--- config.mk ---
export PLATFORM = sky130hd
export DESIGN_NAME = eqpc_top
export DESIGN_NICKNAME = d
export VERILOG_FILES = /design/src/design/eqpc_pkg.sv /design/src/design/eqpc_top.sv /design/src/design/eqpc_lvl_filter.sv
export SDC_FILE = /design/constraint.sdc
export NUM_CORES = 1
export LEC_CHECK = 0
export BUFFER_PORTS_ARGS = -buffer_cell sky130_fd_sc_hd__buf_2
export CORE_ASPECT_RATIO = 1.5
export CORE_MARGIN = 4
export CORE_UTILIZATION = 40
export DETAILED_ROUTE_END_ITERATION = 6
export PLACE_DENSITY_LB_ADDON = 0.12
export SYNTH_ARGS = -nofsm -noshare
export SYNTH_HDL_FRONTEND = slang
export SYNTH_SLANG_ARGS = --single-unit
--- constraint.sdc ---
create_clock -name CLK -period 1.5 [get_ports CLK]
set_input_delay 0.15 -clock CLK [delete_from_list [all_inputs] [get_ports CLK]]
set_output_delay 0.15 -clock CLK [all_outputs]
set_load 0.03 [all_outputs]
--- src/design/eqpc_pkg.sv ---
package eqpc_pkg;
  // 4-level strap codes after decoding
  typedef enum logic [1:0] {
    EQPC_LVL_L = 2'h0,
    EQPC_LVL_R = 2'h1,
    EQPC_LVL_F = 2'h2,
    EQPC_LVL_H = 2'h3
  } eqpc_lvl_t;

  // serial control interface in use
  typedef enum logic [1:0] {
    EQPC_IF_NONE = 2'h0,
    EQPC_IF_SPI = 2'h1,
    EQPC_IF_SMB = 2'h3,
    EQPC_IF_SAVE = 2'h2
  } eqpc_if_t;

  // strap latch sequence, gray along the path
  typedef enum logic [1:0] {
    EQPC_ST_WAIT = 2'h0,
    EQPC_ST_LATCH = 2'h1,
    EQPC_ST_RUN = 2'h3
  } eqpc_st_t;

  // base of the 7-bit smbus address; low four bits come from the straps
  localparam logic [6:0] EQPC_SMB_BASE = 7'h10;
  localparam int EQPC_ADDR_W = 7;
  // cycles a decoded level must hold before it is accepted
  localparam logic [3:0] EQPC_STABLE_CNT = 4'h8;
  // cycles after reset release before straps are latched
  localparam logic [3:0] EQPC_SETTLE_CNT = 4'hF;
endpackage

--- src/design/eqpc_top.sv ---
`timescale 1ns/100ps
`default_nettype none
// Summary of operation
// - carrier detect low when signal and adapted
// - routing strap steers input to outputs
// - bypass strap picks equalized or raw
// - swing strap sets common amplitude, de-emphasis
// - register override beats strap value
// - float selects spi, hard low selects smbus
// - at most one serial interface enabled
// - spi answers only while select low
// - master clocks spi, device returns miso
// - two address straps give sixteen addresses
// - address straps latched once at power-up
// - smbus data only pulled low
// - each driver disabled independently
// - high interface strap forces power save
module eqpc_top
  import eqpc_pkg::*;
(
  // clock and asynchronous active-low reset
  input wire logic CLK,
  input wire logic RST_N,
  // four-level strap codes from the pad comparators
  input wire logic [1:0] ROUTE_STRAP,
  input wire logic [1:0] BYPASS_STRAP,
  input wire logic [1:0] SWING_DEEMPH_SELECT,
  input wire logic [1:0] IF_SEL_STRAP,
  input wire logic [1:0] SMBUS_ADDR_STRAP_LO,
  input wire logic [1:0] SMBUS_ADDR_STRAP_HI,
  // register overrides, on this clock
  input wire logic ROUTE_OVR_EN,
  input wire logic [1:0] ROUTE_OVR,
  input wire logic BYPASS_OVR_EN,
  input wire logic [1:0] BYPASS_OVR,
  input wire logic SWING_OVR_EN,
  input wire logic [1:0] SWING_OVR,
  // per-driver disables, on this clock
  input wire logic DRIVER_A_DIS,
  input wire logic DRIVER_B_DIS,
  // analog front-end status, asynchronous
  input wire logic SIGNAL_DETECT,
  input wire logic ADAPT_DONE,
  // spi select pin and return data, asynchronous
  input wire logic SS_N,
  input wire logic SPI_TX_BIT,
  // smbus engine asks for a low on the data line
  input wire logic SDA_PULL_REQ,
  // open-drain carrier flag
  output logic CARRIER_DETECT_N_O,
  output logic CARRIER_DETECT_N_OE,
  // selections handed to the datapath
  output logic [1:0] ROUTE_SEL,
  output logic [1:0] BYPASS_SEL,
  output logic [1:0] SWING_SEL,
  // driver enables
  output logic DRIVER_A_EN,
  output logic DRIVER_B_EN,
  // interface mode, at most one high
  output logic SPI_EN,
  output logic SMB_EN,
  output logic POWER_SAVE,
  // spi and smbus pin drives
  output logic SPI_SELECTED,
  output logic MISO_O,
  output logic MISO_OE,
  output logic SDA_O,
  output logic SDA_OE,
  // latched smbus address
  output logic [6:0] SMB_ADDR,
  output logic ADDR_VALID
);

  // all state of the block in one packed struct
  typedef struct packed {
    // pin synchronisers, two stages each
    logic [1:0] sd_s;
    logic [1:0] ad_s;
    logic [1:0] ss_s;
    logic [1:0] tx_s;
    // strap latch sequence
    eqpc_st_t st;
    logic [3:0] settle;
    logic [6:0] addr;
    logic addr_ok;
    // interface mode and its registered flags
    eqpc_if_t ifm;
    logic spi_en;
    logic smb_en;
    logic psave;
    // registered outputs
    logic cd_oe;
    logic [1:0] route;
    logic [1:0] bypass;
    logic [1:0] swing;
    logic en_a;
    logic en_b;
    logic spi_sel;
    logic miso_oe;
    logic miso_o;
    logic sda_oe;
  } eqpc_state_t;

  eqpc_state_t q, d;
  eqpc_lvl_t lv_route, lv_bypass, lv_swing, lv_if, lv_alo, lv_ahi;
  // synchronised pin values read by the next-state logic
  logic ss_n_sync, tx_sync, carrier_sync;

  // strap decode filter
  // routing strap: synchronised, then held before use
  eqpc_lvl_filter u_route (
    .clk(CLK),
    .rst_n(RST_N),
    .raw(ROUTE_STRAP),
    .level(lv_route)
  );

  // bypass strap
  eqpc_lvl_filter u_bypass (
    .clk(CLK),
    .rst_n(RST_N),
    .raw(BYPASS_STRAP),
    .level(lv_bypass)
  );

  // swing and de-emphasis strap
  eqpc_lvl_filter u_swing (
    .clk(CLK),
    .rst_n(RST_N),
    .raw(SWING_DEEMPH_SELECT),
    .level(lv_swing)
  );

  // interface select strap
  eqpc_lvl_filter u_ifsel (
    .clk(CLK),
    .rst_n(RST_N),
    .raw(IF_SEL_STRAP),
    .level(lv_if)
  );

  // low address strap
  eqpc_lvl_filter u_alo (
    .clk(CLK),
    .rst_n(RST_N),
    .raw(SMBUS_ADDR_STRAP_LO),
    .level(lv_alo)
  );

  // high address strap
  eqpc_lvl_filter u_ahi (
    .clk(CLK),
    .rst_n(RST_N),
    .raw(SMBUS_ADDR_STRAP_HI),
    .level(lv_ahi)
  );

  // second stages of the pin synchronisers
  assign ss_n_sync = q.ss_s[1];
  assign tx_sync = q.tx_s[1];
  // carrier needs both front-end flags after their own syncs
  assign carrier_sync = q.sd_s[1] & q.ad_s[1];

  // next-state logic
  always_comb begin
    d = q;

    // asynchronous pins pass two flops before any logic
    d.ss_s = {q.ss_s[0], SS_N};
    d.tx_s = {q.tx_s[0], SPI_TX_BIT};
    d.sd_s = {q.sd_s[0], SIGNAL_DETECT};
    d.ad_s = {q.ad_s[0], ADAPT_DONE};

    d.cd_oe = carrier_sync;

    case (lv_if)
      EQPC_LVL_F: d.ifm = EQPC_IF_SPI;
      // hard pull-down gives smbus
      EQPC_LVL_L: d.ifm = EQPC_IF_SMB;
      EQPC_LVL_H: d.ifm = EQPC_IF_SAVE;
      // resistive low leaves both ports off
      default: d.ifm = EQPC_IF_NONE;
    endcase

    // mode flags get flops of their own so outputs stay clean
    d.spi_en = (d.ifm == EQPC_IF_SPI);
    d.smb_en = (d.ifm == EQPC_IF_SMB);
    d.psave = (d.ifm == EQPC_IF_SAVE);

    if (ROUTE_OVR_EN) begin
      d.route = ROUTE_OVR;
    end else begin
      d.route = 2'(lv_route);
    end
    if (BYPASS_OVR_EN) begin
      d.bypass = BYPASS_OVR;
    end else begin
      d.bypass = 2'(lv_bypass);
    end
    if (SWING_OVR_EN) begin
      d.swing = SWING_OVR;
    end else begin
      d.swing = 2'(lv_swing);
    end

    // independent disables
    // power save turns both drivers off as well
    d.en_a = !DRIVER_A_DIS && !q.psave;
    d.en_b = !DRIVER_B_DIS && !q.psave;

    d.spi_sel = q.spi_en && !ss_n_sync;
    d.miso_oe = d.spi_sel;
    // data is held low whenever the port is not selected
    d.miso_o = d.spi_sel && tx_sync;

    // open drain data, low only
    // requests are ignored unless the smbus port is chosen
    d.sda_oe = q.smb_en && SDA_PULL_REQ;

    case (q.st)
      // let the strap filters settle after reset
      EQPC_ST_WAIT: begin
        if (q.settle == EQPC_SETTLE_CNT) begin
          d.st = EQPC_ST_LATCH;
        end else begin
          d.settle = q.settle + 4'h1;
        end
      end
      // single capture of the address straps
      EQPC_ST_LATCH: begin
        d.addr = EQPC_SMB_BASE | {3'h0, 2'(lv_ahi), 2'(lv_alo)};
        d.addr_ok = 1'h1;
        d.st = EQPC_ST_RUN;
      end
      // later strap changes are never looked at again
      EQPC_ST_RUN: d.st = EQPC_ST_RUN;
      default: d.st = EQPC_ST_WAIT;
    endcase
  end

  // state register; reset clears outputs, select idles high
  always_ff @(posedge CLK or negedge RST_N) begin
    if (!RST_N) begin
      q <= '{
        sd_s: 2'h0,
        ad_s: 2'h0,
        ss_s: 2'h3,
        tx_s: 2'h0,
        st: EQPC_ST_WAIT,
        settle: 4'h0,
        addr: 7'h00,
        addr_ok: 1'h0,
        ifm: EQPC_IF_NONE,
        spi_en: 1'h0,
        smb_en: 1'h0,
        psave: 1'h0,
        cd_oe: 1'h0,
        route: 2'h0,
        bypass: 2'h0,
        swing: 2'h0,
        en_a: 1'h0,
        en_b: 1'h0,
        spi_sel: 1'h0,
        miso_oe: 1'h0,
        miso_o: 1'h0,
        sda_oe: 1'h0
      };
    end else begin
      q <= d;
    end
  end

  // open-drain pins only ever drive low; the enable does the work
  assign CARRIER_DETECT_N_O = 1'b0;
  assign CARRIER_DETECT_N_OE = q.cd_oe;

  // datapath selections
  assign ROUTE_SEL = q.route;
  assign BYPASS_SEL = q.bypass;
  assign SWING_SEL = q.swing;

  // driver enables
  assign DRIVER_A_EN = q.en_a;
  assign DRIVER_B_EN = q.en_b;

  // interface mode flags, each from its own flop
  assign SPI_EN = q.spi_en;
  assign SMB_EN = q.smb_en;
  assign POWER_SAVE = q.psave;

  // serial port pins
  assign SPI_SELECTED = q.spi_sel;
  assign MISO_O = q.miso_o;
  assign MISO_OE = q.miso_oe;
  assign SDA_O = 1'b0;
  assign SDA_OE = q.sda_oe;

  // latched address
  assign SMB_ADDR = q.addr;
  assign ADDR_VALID = q.addr_ok;
endmodule
`default_nettype wire

--- src/design/eqpc_lvl_filter.sv ---
`timescale 1ns/100ps
`default_nettype none
module eqpc_lvl_filter
  import eqpc_pkg::*;
(
  input wire logic clk,
  input wire logic rst_n,
  input wire logic [1:0] raw,
  output var eqpc_lvl_t level
);
  typedef struct packed {
    logic [1:0] s1;
    logic [1:0] s2;
    logic [1:0] cand;
    logic [3:0] cnt;
    eqpc_lvl_t lvl;
  } eqpc_flt_t;

  eqpc_flt_t q, d;

  // accept a level only after it holds for a run of cycles
  always_comb begin
    d = q;
    d.s1 = raw;
    d.s2 = q.s1;
    if (q.s2 != q.cand) begin
      d.cand = q.s2;
      d.cnt = 4'h0;
    end else if (q.cnt < EQPC_STABLE_CNT) begin
      d.cnt = q.cnt + 4'h1;
    end else begin
      d.lvl = eqpc_lvl_t'(q.cand);
    end
  end

  always_ff @(posedge clk or negedge rst_n) begin
    if (!rst_n) begin
      q <= '{s1: EQPC_LVL_F, s2: EQPC_LVL_F, cand: EQPC_LVL_F,
             cnt: 4'h0, lvl: EQPC_LVL_F};
    end else begin
      q <= d;
    end
  end

  assign level = q.lvl;
endmodule
`default_nettype wire

Word level (Yosys, flattened, before mapping). Index checks and enable logic that the tools add are counted.

Input bits: 30. Flip-flop bits (word level): 107. Output and inout port bits: 26.

Add/subtract/negate cells: 7. Magnitude comparators: 6. Bitwise logic cells: 14. Reductions and logical operators: 25. Equality and inequality tests: 15. Mux-type cells: 18.

Operators by type and width (number): $mux W4 (12); $add A4 B1 Y4 const B (7); $lt A4 B4 Y1 const B (6); $reduce_and A2 Y1 (7); $not A1 Y1 (13); $ne A2 B2 Y1 (6); $reduce_bool A2 Y1 (6); $eq A2 B2 Y1 const B (5); $mux W2 (4); $pmux W2 S3 (1); $logic_and A1 B1 Y1 (5); $eq A2 B1 Y1 const B (2); $eq A4 B4 Y1 const B (1); $logic_not A1 Y1 (4); $logic_not A2 Y1 (2); $pmux W2 S2 (1); $ne A2 B2 Y1 const B (1); $reduce_or A2 Y1 (1); $and A1 B1 Y1 (1).

Depth between registers and ports, before layout.
Word-level depth: 3. Gate-level depth with buffers: 4. Mapped depth without buffers: 4.

Cells and area by module. A second synthesis with hierarchy kept.

Cells, all modules: 327. Area total of the unflattened synthesis: 4120.2 um2.

By module, submodules not included: eqpc_lvl_filter (seq. area each 305.3 um2, cells each 40, area each 476.7 um2, instances 6); eqpc_top (seq. area each 853.3 um2, cells each 87, area each 1260.0 um2, instances 1).

Worst setup path before layout. No wires, ideal clock.

Kind: register -> register. From: register q[26] (netlist bit). To: register q[27] (netlist bit). Stages on the path, launching flop included: 5. Path slack: 0.246 ns. Clock period less this slack: 1.254 ns. Arrival time: 1.129 ns. Cells stage by stage: dfrtp_1 ha_1 nand3_1 and2_4 mux2_4.

Cells in the longest elaborated chain, start to end: 3.

RTL lines: start: declaration (line eqpc_top.sv:104) `eqpc_state_t q, d;`; start signal: assignment (line eqpc_top.sv:244) `q <= '{`; branches (longest 3 deep; another with $add A4 B1 Y4).

Parallel ways; which one is timed is not known. A chain may end at the register's enable or synchronous reset.

Worst setup path in the final report. Same ends and word-level chain as after synthesis.

==> qor.yml <==
status: "finished, final reports clean"
grt.total_usage_pct: 11.4
dp_slack_ps: 185
cts_max_path_buffers: 2
gp_congestion: 0.745
hold_viol_final: 0
routedWlPerCell_um: 11.6
path_cells: "ha_1 -> nand3_1 -> and2_4 -> mux2_4"
syn-cell-area_um2: 4000
ys.warnings.count: 0
die_x_um: 89.7
reg2regPathDepth: 4
grt_pass1_wl_mm: 10.4
port_buffers: 51
synth_area_leaders: "dfrtp_1 (50%), dfstp_2 (17%), xnor2_1 (3.9%)"
wirelength_mm: 5.78
synth_cells: 325
cp-end-kind: "flip-flop"
critPathSlowestCell: "dfrtp_1"
grt_start_max_net_pins: 35
cts_sinks: 106
r2r-start: "q[26]"
reg2reg_setup_slack_ps: 180
ys_types: 27
grt_antenna_before_repair: 0
synth_area_leader_cell: "dfrtp_1"
setup_ws_ps: 175
hold_end: "ROUTE_SEL[0]"
ant_nets: 0
clockRootBuffer: "clkbuf_16"
crit_path_max_fanout: 4
cts_buffers: 9
period_minus_slack_ps: 1320
seq_area_frac_synth_pct: 67.1
start_kind: "flip-flop"
rr_endpoint: "q[27]"
holdPathStages: 3
final_cell_mix: "dfrtp_1 (80), buf_2 (50), nor2_1 (29)"
cts_tree: "done"
cp.arrival_ps: 1550
cp_top_family: "flip-flops"
final_nets: 414
hold_buffers: 20
hold_class: "primary input to flip-flop"
max_cap_violations: 0
syn_to_final_growth_pct: 19.3
clk_pin_slew_ps: 70
clock_latency_ps: 340
io_pins: 56
required_ps: 1720
postCtsResizedCells: 0
cp_slowest_stage_delay_ps: 410
critPathBufInv: 0
start_util_pct: 41.1
min_period_over_period_pct: 88.3
register_area_um2: 2690
insertedDiodeCount: 0
final_common_cell: "dfrtp_1"
slew_violations: 0
p_leak_nw: 2.20
grt_pass1_vias: 2397
startpoint: "q[26]"
drc_errors: 0
path_class: "flip-flop to flip-flop"
post_cts_buffers: 0
via_per_inst: 4.58
syn_area_per_cell_um2: 12.3
finalSetupViolations: 0
dp_hpwl_mm: 4.08
drtPass1Iterations: 4
fin_skew_ps: 6.53
dieArea_um2: 11700
fillCellCount: 866
drt-initial-drc-count: 70
rows: 44
grt.overflow.total: 0
vias: 2276
fp.dieH_um: 131
core_um2: 9740
rsz0062_at_grt: "no"
setup_tns_ps: 0
p_per_area_nw_per_um2: 1200
synth_top_area_share_pct: 50.0
hp-start: "ROUTE_OVR[0]"
multi_input_area_um2: 1040
synth.ff_latch_count: 106
p_total_mw: 5.74
ir_drop_mv: 0.625
h-tree-depth: 3
drive_gt1_share_pct: 26.2
max_freq_ghz: 0.755
## through the flow
step / hold slack [ps] / instances / utilization (%) / area, um^2
floorplan: -146 / 328 / - / 4020
global placement: 141 / 461 / 43.9 / 4270
detailed placement: 144 / 461 / 43.9 / 4270
CTS: 0.187 / 497 / 49.0 / 4780
global route: 24.0 / 497 / 49.0 / 4780
finish: 14.1 / 497 / 49.0 / 4780
## layer usage
layer,GRT usage [%],wire length (um),vias to the layer above
li1,-,-,1137
met2,18.4,2920,37
met5,0,0,-
met3,2.89,240,8
met1,14.0,2510,1094
met4,5.52,113,0
## tightest hold or removal path: cells and delay by family
kind	cells	cell delay (ps)
and+or+nand+nor	1	30
AOI/OAI and AO/OA	1	60
buffers and inverters	1	70
## sequential cells by signal, indices dropped and copies added, names as in the netlist, 4 cells and up
name and flops:
SMB_ADDR 4, d 4, q 10, u_ahi.q 8
u_alo.q 8, u_bypass.q 8, u_ifsel.q 8, u_route.q 8
u_swing.q 8
## cells by family (layout without fill, tap and decap cells)
logic type | Yosys count | after routing | share of synthesized area [%]
simple gates | 75 | 75 | 8.56
fa+ha+maj | 7 | 7 | 2.19
mux | 8 | 8 | 2.16
flops | 106 | 106 | 67.1
other cells | 1 | 4 | 0.0937
compound gates | 43 | 43 | 7.16
buf+inv | 60 | 114 | 7.31
xor+xnor | 25 | 25 | 5.47
## report_power, final
group          internal, mW  switching (mW)  total (mW)  leakage, nW
sequential             2.98          0.0671        3.05         1.27
combinational         0.161           0.200       0.361        0.787
clock                  1.30            1.02        2.32        0.142
total                  4.45            1.29        5.74         2.20
## cell usage after synthesis
cell type,n
ha_1,7
clkbuf_1,14
buf_4,16
nor2_2,1
nand2b_1,3
nand2_1,16
a21oi_1,1
nand4_1,1
mux2i_1,6
mux2_2,1
mux2_4,1
conb_1,1
dfrtp_1,80
inv_1,24
a2bb2oi_1,12
nor2_1,29
buf_2,6
nor2b_1,8
o21bai_1,1
dfstp_2,26
a31oi_1,19
and2_4,1
o21ai_0,10
nand3_1,13
xor2_1,7
xnor2_1,18
and2_1,3
## final cells by class
cell class | instances | share of cell area [%]
Tap cell | 115 | 3.01
Clock inverter | 7 | 1.60
Timing Repair Buffer | 74 | 10.8
Multi-Input combinational cell | 162 | 21.7
Inverter | 24 | 1.89
Clock buffer | 9 | 4.72
Sequential cell | 106 | 56.2
## worst max path at each step
stage | to | slack [ps] | depth (start not counted)
floorplan | q[27] | 250 | 4
CTS | q[27] | 170 | 4
detailed placement | q[27] | 180 | 4
global placement | q[27] | 210 | 4
global route | q[27] | 120 | 4
finish | q[27] | 180 | 4
(Power assumes the default switching activity.)
